===== src/common/wcb_pkg.sv =====
/*
  Shared types and constants of the write-combining store buffer: memory types,
  store and bus-write carriers, the buffer state record and the register map.
  Assumes one processor clock at 100 MHz and a 64-byte cache line.
*/
package wcb_pkg;

  // Geometry
  localparam int ADDR_W = 40;
  localparam int LINE_BYTES = 64;
  localparam int LINE_BITS = LINE_BYTES * 8;
  localparam int LINE_W = ADDR_W - 6;

  // Timing: idle limit for write_through_type combining
  localparam int CLK_PERIOD_NS = 10;
  localparam int WT_TIMEOUT_NS = 160;
  localparam int WT_TIMEOUT_CYC = (WT_TIMEOUT_NS + CLK_PERIOD_NS - 1) / CLK_PERIOD_NS;

  // Register map (byte addresses on the plain register port)
  localparam logic [7:0] REG_CTRL = 8'h00;
  localparam logic [7:0] REG_STATUS = 8'h04;
  localparam logic [7:0] REG_SIGNATURE = 8'h08;
  localparam logic [7:0] REG_EXT_FEATURE = 8'h0C;
  localparam logic CTRL_ENABLE_RST = 1'b1;
  localparam int SIG_FAMILY_LSB = 8;
  localparam int FEAT_RANGE_TYPE_BIT = 12;
  localparam int FEAT_PAGE_ATTR_BIT = 16;

  // Memory type of a store or read
  typedef enum logic [2:0] {
    uncacheable_type = 3'h0,
    combining_memory_type = 3'h1,
    write_through_type = 3'h4,
    write_protected_type = 3'h5,
    writeback_type = 3'h6
  } mem_type_t;

  // Buffer fill mode
  typedef enum logic [1:0] {
    MODE_WC = 2'h0,
    MODE_WT = 2'h1,
    MODE_SINGLE = 2'h2
  } buf_mode_t;

  // Top-level states, one-hot
  typedef enum logic [1:0] {
    ST_COLLECT = 2'b01,
    ST_DRAIN = 2'b10
  } wcb_state_e_t;

  // Store from the load-store pipeline
  typedef struct packed {
    logic [ADDR_W-1:0] addr;
    logic [3:0] size;
    logic [63:0] data;
    mem_type_t memType;
    logic nonTemporal;
  } store_req_t;

  // Completion events other than stores, one-cycle pulses
  typedef struct packed {
    logic ioOp;
    logic serialize;
    logic flush;
    logic tlbAdSet;
    logic lockReq;
    logic ucRead;
    logic wcRead;
    logic [ADDR_W-1:0] readAddr;
  } wcb_events_t;

  // Outgoing write command
  typedef struct packed {
    logic [ADDR_W-1:0] addr;
    logic [LINE_BYTES-1:0] mask;
    logic [LINE_BITS-1:0] data;
    logic fullLine;
  } bus_wr_t;

  // Complete state of the buffer
  typedef struct packed {
    wcb_state_e_t state;
    logic [LINE_BYTES-1:0] valid;
    logic [LINE_BITS-1:0] data;
    logic [LINE_W-1:0] lineAddr;
    buf_mode_t mode;
    logic [5:0] nextOff;
    logic [4:0] wtIdle;
    logic splitHigh;
    logic enable;
    bus_wr_t bus;
    logic busValid;
    logic [31:0] rdData;
  } wcb_state_t;

endpackage


===== src/verilog/write_combining_buffer.sv =====
/*
  Write-combining store buffer: merges stores into one 64-byte line buffer,
  closes it on completion events and drains it as write commands.
  Assumes stores, events and the register port all come from logic on sys_clk;
  a store is held stable while storeReady is low.
*/
`timescale 1ns/1ps

// Notes on behaviour
// Stores of 1, 2, 4 or 8 bytes merge into one aligned 64-byte line buffer.
// Combining-type stores merge at any byte, any order, until the line is full.
// Write-through stores combine only inside one quadword, contiguous and ascending.
// Write-through combining starts anywhere; closes on a gap or on filling byte 7.
// Uncacheable and protected stores never combine; nontemporal writeback stores act as combining.
// A non-writeback store to another line closes the buffer; writeback stores without the nontemporal hint are ignored.
// Port input or output operations close combining.
// Serializing operations close combining.
// Flush operations force the open buffer to drain.
// The buffer is closed before a locked operation may start.
// Uncacheable reads close; combining-type reads close only on a line match.
// A store of the other combinable type closes the buffer.
// The buffer closes as soon as all 64 bytes are valid.
// Write-through combining closes after 16 idle clocks; combining type has no limit.
// A write-through store crossing a quadword splits: low part closes, high part reopens.
// A page-table accessed or dirty flag update closes the buffer.
// A closed buffer drains as one or more write commands carrying its valid bytes.
// A fully valid buffer leaves as one 64-byte write, not eight quadword writes.
// Extended feature word reports range types at bit 12, page attributes at bit 16.
// The signature holds the family code in bits 11 to 8.
// After draining, all byte flags clear so the next store opens a fresh line.
module write_combining_buffer import wcb_pkg::*; #(
  parameter logic [3:0] FAMILY_CODE = 4'h1  // Arbitrary value
) (
  // Clock, reset, enable
  input wire logic sys_clk,
  input wire logic rst,
  input wire logic ce,
  // Stores from the pipeline
  input wire logic storeValid,
  input wire store_req_t storeReq,
  output logic storeReady,
  // Completion events
  input wire wcb_events_t events,
  output logic lockReady,
  // System write commands
  output logic busValid,
  output bus_wr_t busWr,
  input wire logic busReady,
  // Register port
  input wire logic [7:0] regAddr,
  input wire logic [31:0] regWdata,
  input wire logic regWr,
  input wire logic regRd,
  output logic [31:0] regRdata
);

  wcb_state_t q;
  wcb_state_t d;
  logic accept;

  // Handshake outputs and registered data
  assign storeReady = ce && accept;
  assign lockReady = (q.state == ST_COLLECT) && (q.valid == '0);
  assign busValid = q.busValid;
  assign busWr = q.bus;
  assign regRdata = q.rdData;

  // Next-state logic
  always_comb begin
    logic [7:0] sizeMask;
    logic [63:0] fullMask;
    logic [63:0] qwMask;
    logic [63:0] effMask;
    logic [2:0] qwIdx;
    logic [5:0] startOff;
    logic [6:0] endOff;
    logic [5:0] diff;
    logic [2:0] lane;
    logic isIgnored;
    logic isWc;
    logic isWt;
    logic crossQw;
    logic anyOpen;
    logic closeEvt;
    logic compatible;
    logic closeAfter;
    logic takeStore;
    logic wcMatch;
    logic found;
    logic [2:0] sendQw;
    logic [6:0] popCnt;
    d = q;
    sizeMask = 8'h00;
    fullMask = '0;
    qwMask = '0;
    effMask = '0;
    qwIdx = storeReq.addr[5:3];
    startOff = '0;
    endOff = '0;
    diff = '0;
    lane = '0;
    isIgnored = 1'b0;
    isWc = 1'b0;
    isWt = 1'b0;
    crossQw = 1'b0;
    anyOpen = (q.valid != '0);
    closeEvt = 1'b0;
    compatible = 1'b0;
    closeAfter = 1'b0;
    takeStore = 1'b0;
    wcMatch = 1'b0;
    found = 1'b0;
    sendQw = '0;
    popCnt = '0;
    accept = 1'b0;

    // Store classification and byte masks
    sizeMask = 8'hFF >> (4'd8 - storeReq.size);
    fullMask = 64'(sizeMask) << storeReq.addr[5:0];
    qwMask = 64'h0000_0000_0000_00FF << {qwIdx, 3'b000};
    crossQw = |(fullMask & ~qwMask);
    isWc = (storeReq.memType == combining_memory_type) ||
           (storeReq.memType == writeback_type && storeReq.nonTemporal);
    isWt = (storeReq.memType == write_through_type);
    isIgnored = (storeReq.memType == writeback_type) && !storeReq.nonTemporal;
    if (isWt && q.splitHigh) begin
      effMask = fullMask & ~qwMask;
      startOff = {qwIdx + 3'd1, 3'b000};
      endOff = 7'(storeReq.addr[5:0]) + 7'(storeReq.size);
    end else if (isWt && crossQw) begin
      effMask = fullMask & qwMask;
      startOff = storeReq.addr[5:0];
      endOff = 7'({qwIdx, 3'b000}) + 7'd8;
    end else begin
      effMask = fullMask;
      startOff = storeReq.addr[5:0];
      endOff = 7'(storeReq.addr[5:0]) + 7'(storeReq.size);
    end

    // Completion events that close an open buffer
    wcMatch = events.wcRead && (events.readAddr[ADDR_W-1:6] == q.lineAddr);
    closeEvt = events.ioOp || events.serialize || events.flush || events.tlbAdSet ||
               events.lockReq || events.ucRead || wcMatch;

    // Compatibility of an incoming store with the open buffer
    if (isWc) begin
      compatible = (q.mode == MODE_WC) && q.enable &&
                   (storeReq.addr[ADDR_W-1:6] == q.lineAddr);
    end else if (isWt) begin
      compatible = (q.mode == MODE_WT) && q.enable &&
                   (storeReq.addr[ADDR_W-1:6] == q.lineAddr) &&
                   (startOff == q.nextOff);
    end

    // Register writes
    if (regWr && regAddr == REG_CTRL) begin
      d.enable = regWdata[0];
    end

    unique case (q.state)
      ST_COLLECT: begin
        if (anyOpen && closeEvt) begin
          d.state = ST_DRAIN;
        end else if (storeValid && isIgnored) begin
          accept = 1'b1;
        end else if (storeValid && (!anyOpen || compatible)) begin
          takeStore = 1'b1;
        end else if (storeValid && anyOpen) begin
          d.state = ST_DRAIN;
        end else if (anyOpen && q.mode == MODE_WT && 32'(q.wtIdle) >= WT_TIMEOUT_CYC - 1) begin
          d.state = ST_DRAIN;
        end
        if (anyOpen && q.mode == MODE_WT) begin
          d.wtIdle = q.wtIdle + 5'd1;
        end
        // Merge the store bytes into the line
        if (takeStore) begin
          for (int b = 0; b < LINE_BYTES; b++) begin
            diff = 6'(b) - storeReq.addr[5:0];
            lane = diff[2:0];
            if (effMask[b]) begin
              d.data[b*8 +: 8] = storeReq.data[lane*8 +: 8];
              d.valid[b] = 1'b1;
            end
          end
          d.lineAddr = storeReq.addr[ADDR_W-1:6];
          d.nextOff = endOff[5:0];
          d.wtIdle = '0;
          d.mode = isWc ? MODE_WC : (isWt ? MODE_WT : MODE_SINGLE);
          closeAfter = !q.enable || !(isWc || isWt);
          if (isWt && (endOff[2:0] == 3'd0)) begin
            closeAfter = 1'b1;
          end
          if (d.valid == '1) begin
            closeAfter = 1'b1;
          end
          if (isWt && crossQw && !q.splitHigh) begin
            d.splitHigh = 1'b1;
            closeAfter = 1'b1;
          end else begin
            d.splitHigh = 1'b0;
            accept = 1'b1;
          end
          if (closeAfter) begin
            d.state = ST_DRAIN;
          end
        end
        // A completely valid line closes without further stores
        if (q.valid == '1) begin
          d.state = ST_DRAIN;
        end
      end
      ST_DRAIN: begin
        if (q.busValid && busReady) begin
          d.busValid = 1'b0;
        end
        if (!q.busValid || busReady) begin
          if (q.valid == '1) begin
            d.bus.addr = {q.lineAddr, 6'h00};
            d.bus.mask = q.valid;
            d.bus.data = q.data;
            d.bus.fullLine = 1'b1;
            d.busValid = 1'b1;
            d.valid = '0;
          end else if (q.valid != '0) begin
            for (int k = 7; k >= 0; k--) begin
              if (q.valid[k*8 +: 8] != 8'h00) begin
                found = 1'b1;
                sendQw = 3'(k);
              end
            end
            d.bus.addr = {q.lineAddr, sendQw, 3'b000};
            d.bus.mask = q.valid & (64'h0000_0000_0000_00FF << {sendQw, 3'b000});
            d.bus.data = q.data;
            d.bus.fullLine = 1'b0;
            d.busValid = found;
            d.valid = q.valid & ~(64'h0000_0000_0000_00FF << {sendQw, 3'b000});
          end else begin
            d.state = ST_COLLECT;
            d.mode = MODE_WC;
            d.wtIdle = '0;
          end
        end
      end
    endcase

    // Register reads, data one cycle after the strobe
    for (int b = 0; b < LINE_BYTES; b++) begin
      popCnt = popCnt + 7'(q.valid[b]);
    end
    d.rdData = 32'h0000_0000;
    if (regRd) begin
      unique case (regAddr)
        REG_CTRL: d.rdData = {31'h0000_0000, q.enable};
        REG_STATUS: d.rdData = {17'h0_0000, popCnt, 4'h0, q.splitHigh,
                                q.mode == MODE_WT, q.state == ST_DRAIN, anyOpen};
        REG_SIGNATURE: d.rdData = 32'(FAMILY_CODE) << SIG_FAMILY_LSB;
        REG_EXT_FEATURE: d.rdData = (32'h0000_0001 << FEAT_RANGE_TYPE_BIT) |
                                    (32'h0000_0001 << FEAT_PAGE_ATTR_BIT);
        default: d.rdData = 32'h0000_0000;
      endcase
    end
  end

  // State register
  always_ff @(posedge sys_clk) begin
    if (rst) begin
      q <= '0;
      q.state <= ST_COLLECT;
      q.mode <= MODE_WC;
      q.enable <= CTRL_ENABLE_RST;
    end else if (ce) begin
      q <= d;
    end
  end

  // Plain combining-type store on the input
  logic isWcIn;
  assign isWcIn = (storeReq.memType == combining_memory_type);

  // Parameter check at elaboration
  if (FAMILY_CODE == 4'h0) begin : gBadFamily
    $error("family code must be nonzero");
  end
endmodule


===== config.mk =====
export PLATFORM = sky130hd
export DESIGN_NAME = write_combining_buffer
export DESIGN_NICKNAME = d
export VERILOG_FILES = /design/src/common/wcb_pkg.sv /design/src/verilog/write_combining_buffer.sv
export SDC_FILE = /design/constraint.sdc
export NUM_CORES = 2
export LEC_CHECK = 0
export BUFFER_PORTS_ARGS = -buffer_cell sky130_fd_sc_hd__buf_2
export CAP_MARGIN = 5
export CORE_ASPECT_RATIO = 1.4
export CORE_MARGIN = 3
export CORE_UTILIZATION = 52
export DETAILED_ROUTE_END_ITERATION = 12
export MAX_ROUTING_LAYER = met4
export PLACE_DENSITY_LB_ADDON = 0.2
export SETUP_SLACK_MARGIN = 0.05
export SLEW_MARGIN = 20
export SYNTH_ARGS = -nofsm -noshare
export SYNTH_HDL_FRONTEND = slang
export SYNTH_SLANG_ARGS = --single-unit

===== constraint.sdc =====
create_clock -name sys_clk -period 5.7 [get_ports sys_clk]
set_input_delay 0 -clock sys_clk [delete_from_list [all_inputs] [get_ports sys_clk]]
set_output_delay 0 -clock sys_clk [all_outputs]
set_load 0.05 [all_outputs]

==> flow_summary_export.csv <==
group,metric,value,unit
status,status,"finished with violations",
status,violations,"negative setup slack",
synth,synth_top_cell_area_share,0.4436,
cells_and_area,nets,7196,
placement,post_dp_cell_area,57680,µm²
worst_setup_path,cpPeakStageDelay,0.57,ns
cells_and_area,seq_area,25110,µm²
timing,worst_pin_slew,1.167,ns
die,core-area,107500,µm²
routing,postRouteAntennaNets,0,
timing,fin_skew,0.04986,ns
clocking,cts_buffers,116,
synth,async_flop_share,0,
worst_hold_path,hold_path.class,"input port to register",
grt,grt_overflow,0,
timing,grt_setup_unrepaired,"yes",
die,die-area,112900,µm²
routing,wl_per_cell,25.08,µm
worst_setup_path,path_max_fanout,2,
routing,drt_iter0_markers,4625,
worst_setup_path,worstPathArrival,6.63,ns
cells_and_area,nFillCells,9874,
synth,seq_area_frac_synth,0.4436,
synth,yosysTopAreaCell,"dfxtp_1",
pwr,netSwitchingPower,5.305,mW
pwr,power_frac_clock,0.423,
pwr,sw_frac_of_total,0.2736,
timing,setup_viol,5,
worst_hold_path,worstHoldStart,"storeReq[103]",
worst_setup_path,r2r_slack,-0.34,ns
synth,synth_cell_types,95,
synth,netlist_instances,6732,
placement,dp_slack,-0.3184,ns
run,maxCapViolations,0,
grt,first_global_vias,44810,
die,die_height,396.3,µm
cells_and_area,stdcell_area,62570,µm²
synth,synth_ff_type,"dfxtp_1",
pwr,power_density,309.9,nW/µm²
grt,antenna_found_initial,61,
clocking,clk_pin_slew_worst_paths,0.07,ns
grt,gr-usage-all-layers,0.3722,
worst_setup_path,cpMaxStageDelayCell,"fa_1",
synth,synth_fa_ha_area_frac,0.02720,
timing,period_minus_slack,6.043,ns
pwr,pwr-share-comb,0.118,
placement,port_buffers,797,
routing,drt-total-wl,212.9,mm
placement,dp.cells,8155,
placement,gp_congestion,1.075,
grt,grt_pass1_wl,302.2,mm
timing,worst_slack,-0.3427,ns
cells_and_area,syn2layout_area_growth,10.58,%
routing,drc,0,
worst_setup_path,cpMostUsedCell,"fa_1",
synth,synth_edf_count,0,
routing,num_vias,47750,
die,die_w,284.8,µm
synth,synth_compound_area_frac,0.1097,
timing,slew_violations,0,
synth,synth_area,56590,µm²
clocking,h-tree-depth,3,
synth,yosys_warnings,0,
worst_setup_path,crit_type,"register to register",
synth,synth_seq_cells,1254,
clocking,root_buffer,"clkbuf_16",
die,ios,858,
routing,vias_per_cell,5.624,
synth,ys_top_cells_by_area,"dfxtp_1 (44%), nand2_1 (11%), buf_4 (8.7%), a21oi_1 (7.2%), mux2i_1 (7.0%)",
clocking,cts_buffer_depth,3,
worst_setup_path,cp-end-kind,"register",
pwr,p_leak,25.55,nW
cells_and_area,post-route-util,0.5821,
synth,synthMuxAreaShare,0.09857,
pwr,power.internal,14.09,mW
clocking,clkLatencyLatePin,0.76,ns
timing,setup_tns,-1.129,ns
placement,hpwl,155.9,mm
worst_setup_path,critPathLaunch,"q[1252]",
worst_setup_path,cp-start-kind,"register",
pwr,vdd.ir_drop.worst,0.2715,mV
timing,max_slew_margin,0.2221,
timing,hold_violations,0,
die,initial_core_util,0.5264,
timing,finalCritPeriodShare,1.060,
cells_and_area,multi_input_area,24970,µm²
clocking,clkSinkCount,1254,
synth,yosys.area_share.xor_xnor,0.01362,
clocking,tritoncts,"built",
synth,synth_top_family_by_area,"simple AND/OR/NAND/NOR gates",
grt,grt_max_degree,238,
die,row_count,142,
worst_setup_path,r2r_start,"q[1252]",
routing,dr.pass1.iters,9,
timing,max_freq,0.1655,GHz
worst_setup_path,crit_chain,"fa_1 -> inv_1 -> fa_1 -> fa_1 -> inv_1 -> fa_1 -> inv_1 -> fa_1 -> fa_1 -> fa_2 -> fa_1 -> inv_2 -> ha_4 -> fa_2 -> a21o_1 -> a21oi_2 -> xnor2_1 -> a21oi_1 -> nor2_1 -> a21oi_1 -> nor2_1",
cells_and_area,fin_cells,8489,
worst_setup_path,cp.required,6.29,ns
synth,synth-simple-area-share,0.1887,
synth,avgSynthCellArea,8.406,µm²
cells_and_area,drive_gt1_frac,0.1885,
pwr,seq_power_share,0.459,
synthesized netlist by cell type (6+ instances only):
library cell  count
xnor2_1          49
a211oi_1          6
o22ai_1           7
o21ai_0          30
a22oi_1         107
clkbuf_1        315
xor2_1           39
and2_1            9
mux2i_1         393
nand4_1          48
nand4b_1          6
mux4_2           64
nor2b_1          21
or3_1             9
nand2b_1         23
mux2_2           18
buf_1            13
a31o_2            6
ha_1             35
o21a_1           11
buf_6             6
fa_1             55
nor4_1           39
a2111oi_0         9
inv_1           107
and3_1           20
nor2_2           15
a21o_1           15
or2_2             9
nor3b_1           8
buf_4           655
nor3_1           39
o21ai_1           6
nor2_1          608
buf_2            15
a31oi_1          15
nand2_1        1681
a21oi_1         812
nand3_1          45
or4_1             7
dfxtp_1        1254
metrics by stage:
| step | power [mW] | hold slack (ns) |
|---|---|---|
| 2_1_floorplan | 10.27 | 0.1472 |
| 3_3_place_gp | 11.27 | 0.2620 |
| 3_5_place_dp | 11.28 | 0.2761 |
| 4_1_cts | 19.41 | 0.001717 |
| 5_1_grt | 19.87 | 0.07353 |
| 6_report | 19.39 | 0.05503 |
final cells by class:
type	count	area share
Tap cell	1440	0.02879
Clock inverter	35	0.008958
Sequential cell	1254	0.4014
Antenna cell	57	0.002280
Clock buffer	175	0.05555
Timing Repair Buffer	1032	0.09736
Inverter	111	0.006659
Multi-Input combinational cell	4385	0.3991
cell families after synthesis:
logic type | after synthesis
buffers and inverters | 1115
AND/OR/NAND/NOR | 2616
multiplexers | 475
AO/OA/AOI/OAI | 1093
flip-flops | 1254
other | 1
adder cells (fa/ha/maj) | 90
XOR/XNOR | 88
flip-flops by register name, summed over array words and instances (netlist names):
signal	count
busValid	1
busWr	614
q	627
regRdata	12
power groups by stage:
| stage | logic [mW] | registers (mW) | clock network (mW) |
|---|---|---|---|
| after global routing | 2.36 | 8.90 | 8.62 |
| after global placement | 2.18 | 9.09 | 0 |
| after CTS | 2.24 | 8.89 | 8.28 |
| after detailed placement | 2.19 | 9.09 | 0 |
| after floorplan | 1.20 | 9.07 | 0 |
| final | 2.29 | 8.90 | 8.21 |
final timing paths:
path,endpoint,cells past startpoint
setup reg to reg,regRdata[12],21
setup / recovery,regRdata[12],21
hold reg to reg,busWr[113],2
hold / removal,q[690],4
what timing repair did:
item / CTS / global route
resized for setup: 8 / 1
setup buffers: 1 / 0
hold endpoints to repair: 142 / 0
endpoints found under the setup margin: 5 / 5
pin swaps: 14 / 6
cloned: 0 / 0
hold buffers: 65 / 0
layer usage:
| metal | track usage | wire [µm] |
|---|---|---|
| met5 | - | 0 |
| met1 | 0.4261 | 81000 |
| met4 | 0.2276 | 14670 |
| met3 | 0.07963 | 17110 |
| met2 | 0.5981 | 100200 |
cell usage in the layout, fill, tap and decap left out, types with 18 or more instances in the layout:
cell type,n
nand2_1,1681
dfxtp_1,1246
a21oi_1,809
buf_2,794
nor2_1,606
mux2i_1,393
buf_4,159
clkbuf_16,117
a22oi_1,107
inv_1,103
dlygate4sd3_1,65
mux4_2,64
diode_2,57
fa_1,53
nand4_1,48
xnor2_1,47
nand3_1,45
nor4_1,39
nor3_1,39
xor2_1,36
ha_1,33
clkbuf_8,33
o21ai_0,28
clkbuf_1,25
conb_1,23
nand2b_1,22
nor2b_1,21
and3_1,20
mux2_2,18
critical path: cells and delay by family, from the launching register on:
family | cells | cell delay [ns]
AOI/OAI and AO/OA | 4 | 0.61
xor gates and xnor gates | 1 | 0.10
adders and majority gates | 10 | 4.54
buffers and inverters | 4 | 0.21
DFF | 1 | 0.34
and+or+nand+nor | 2 | 0.10
Power figures use the tool's default switching activity.
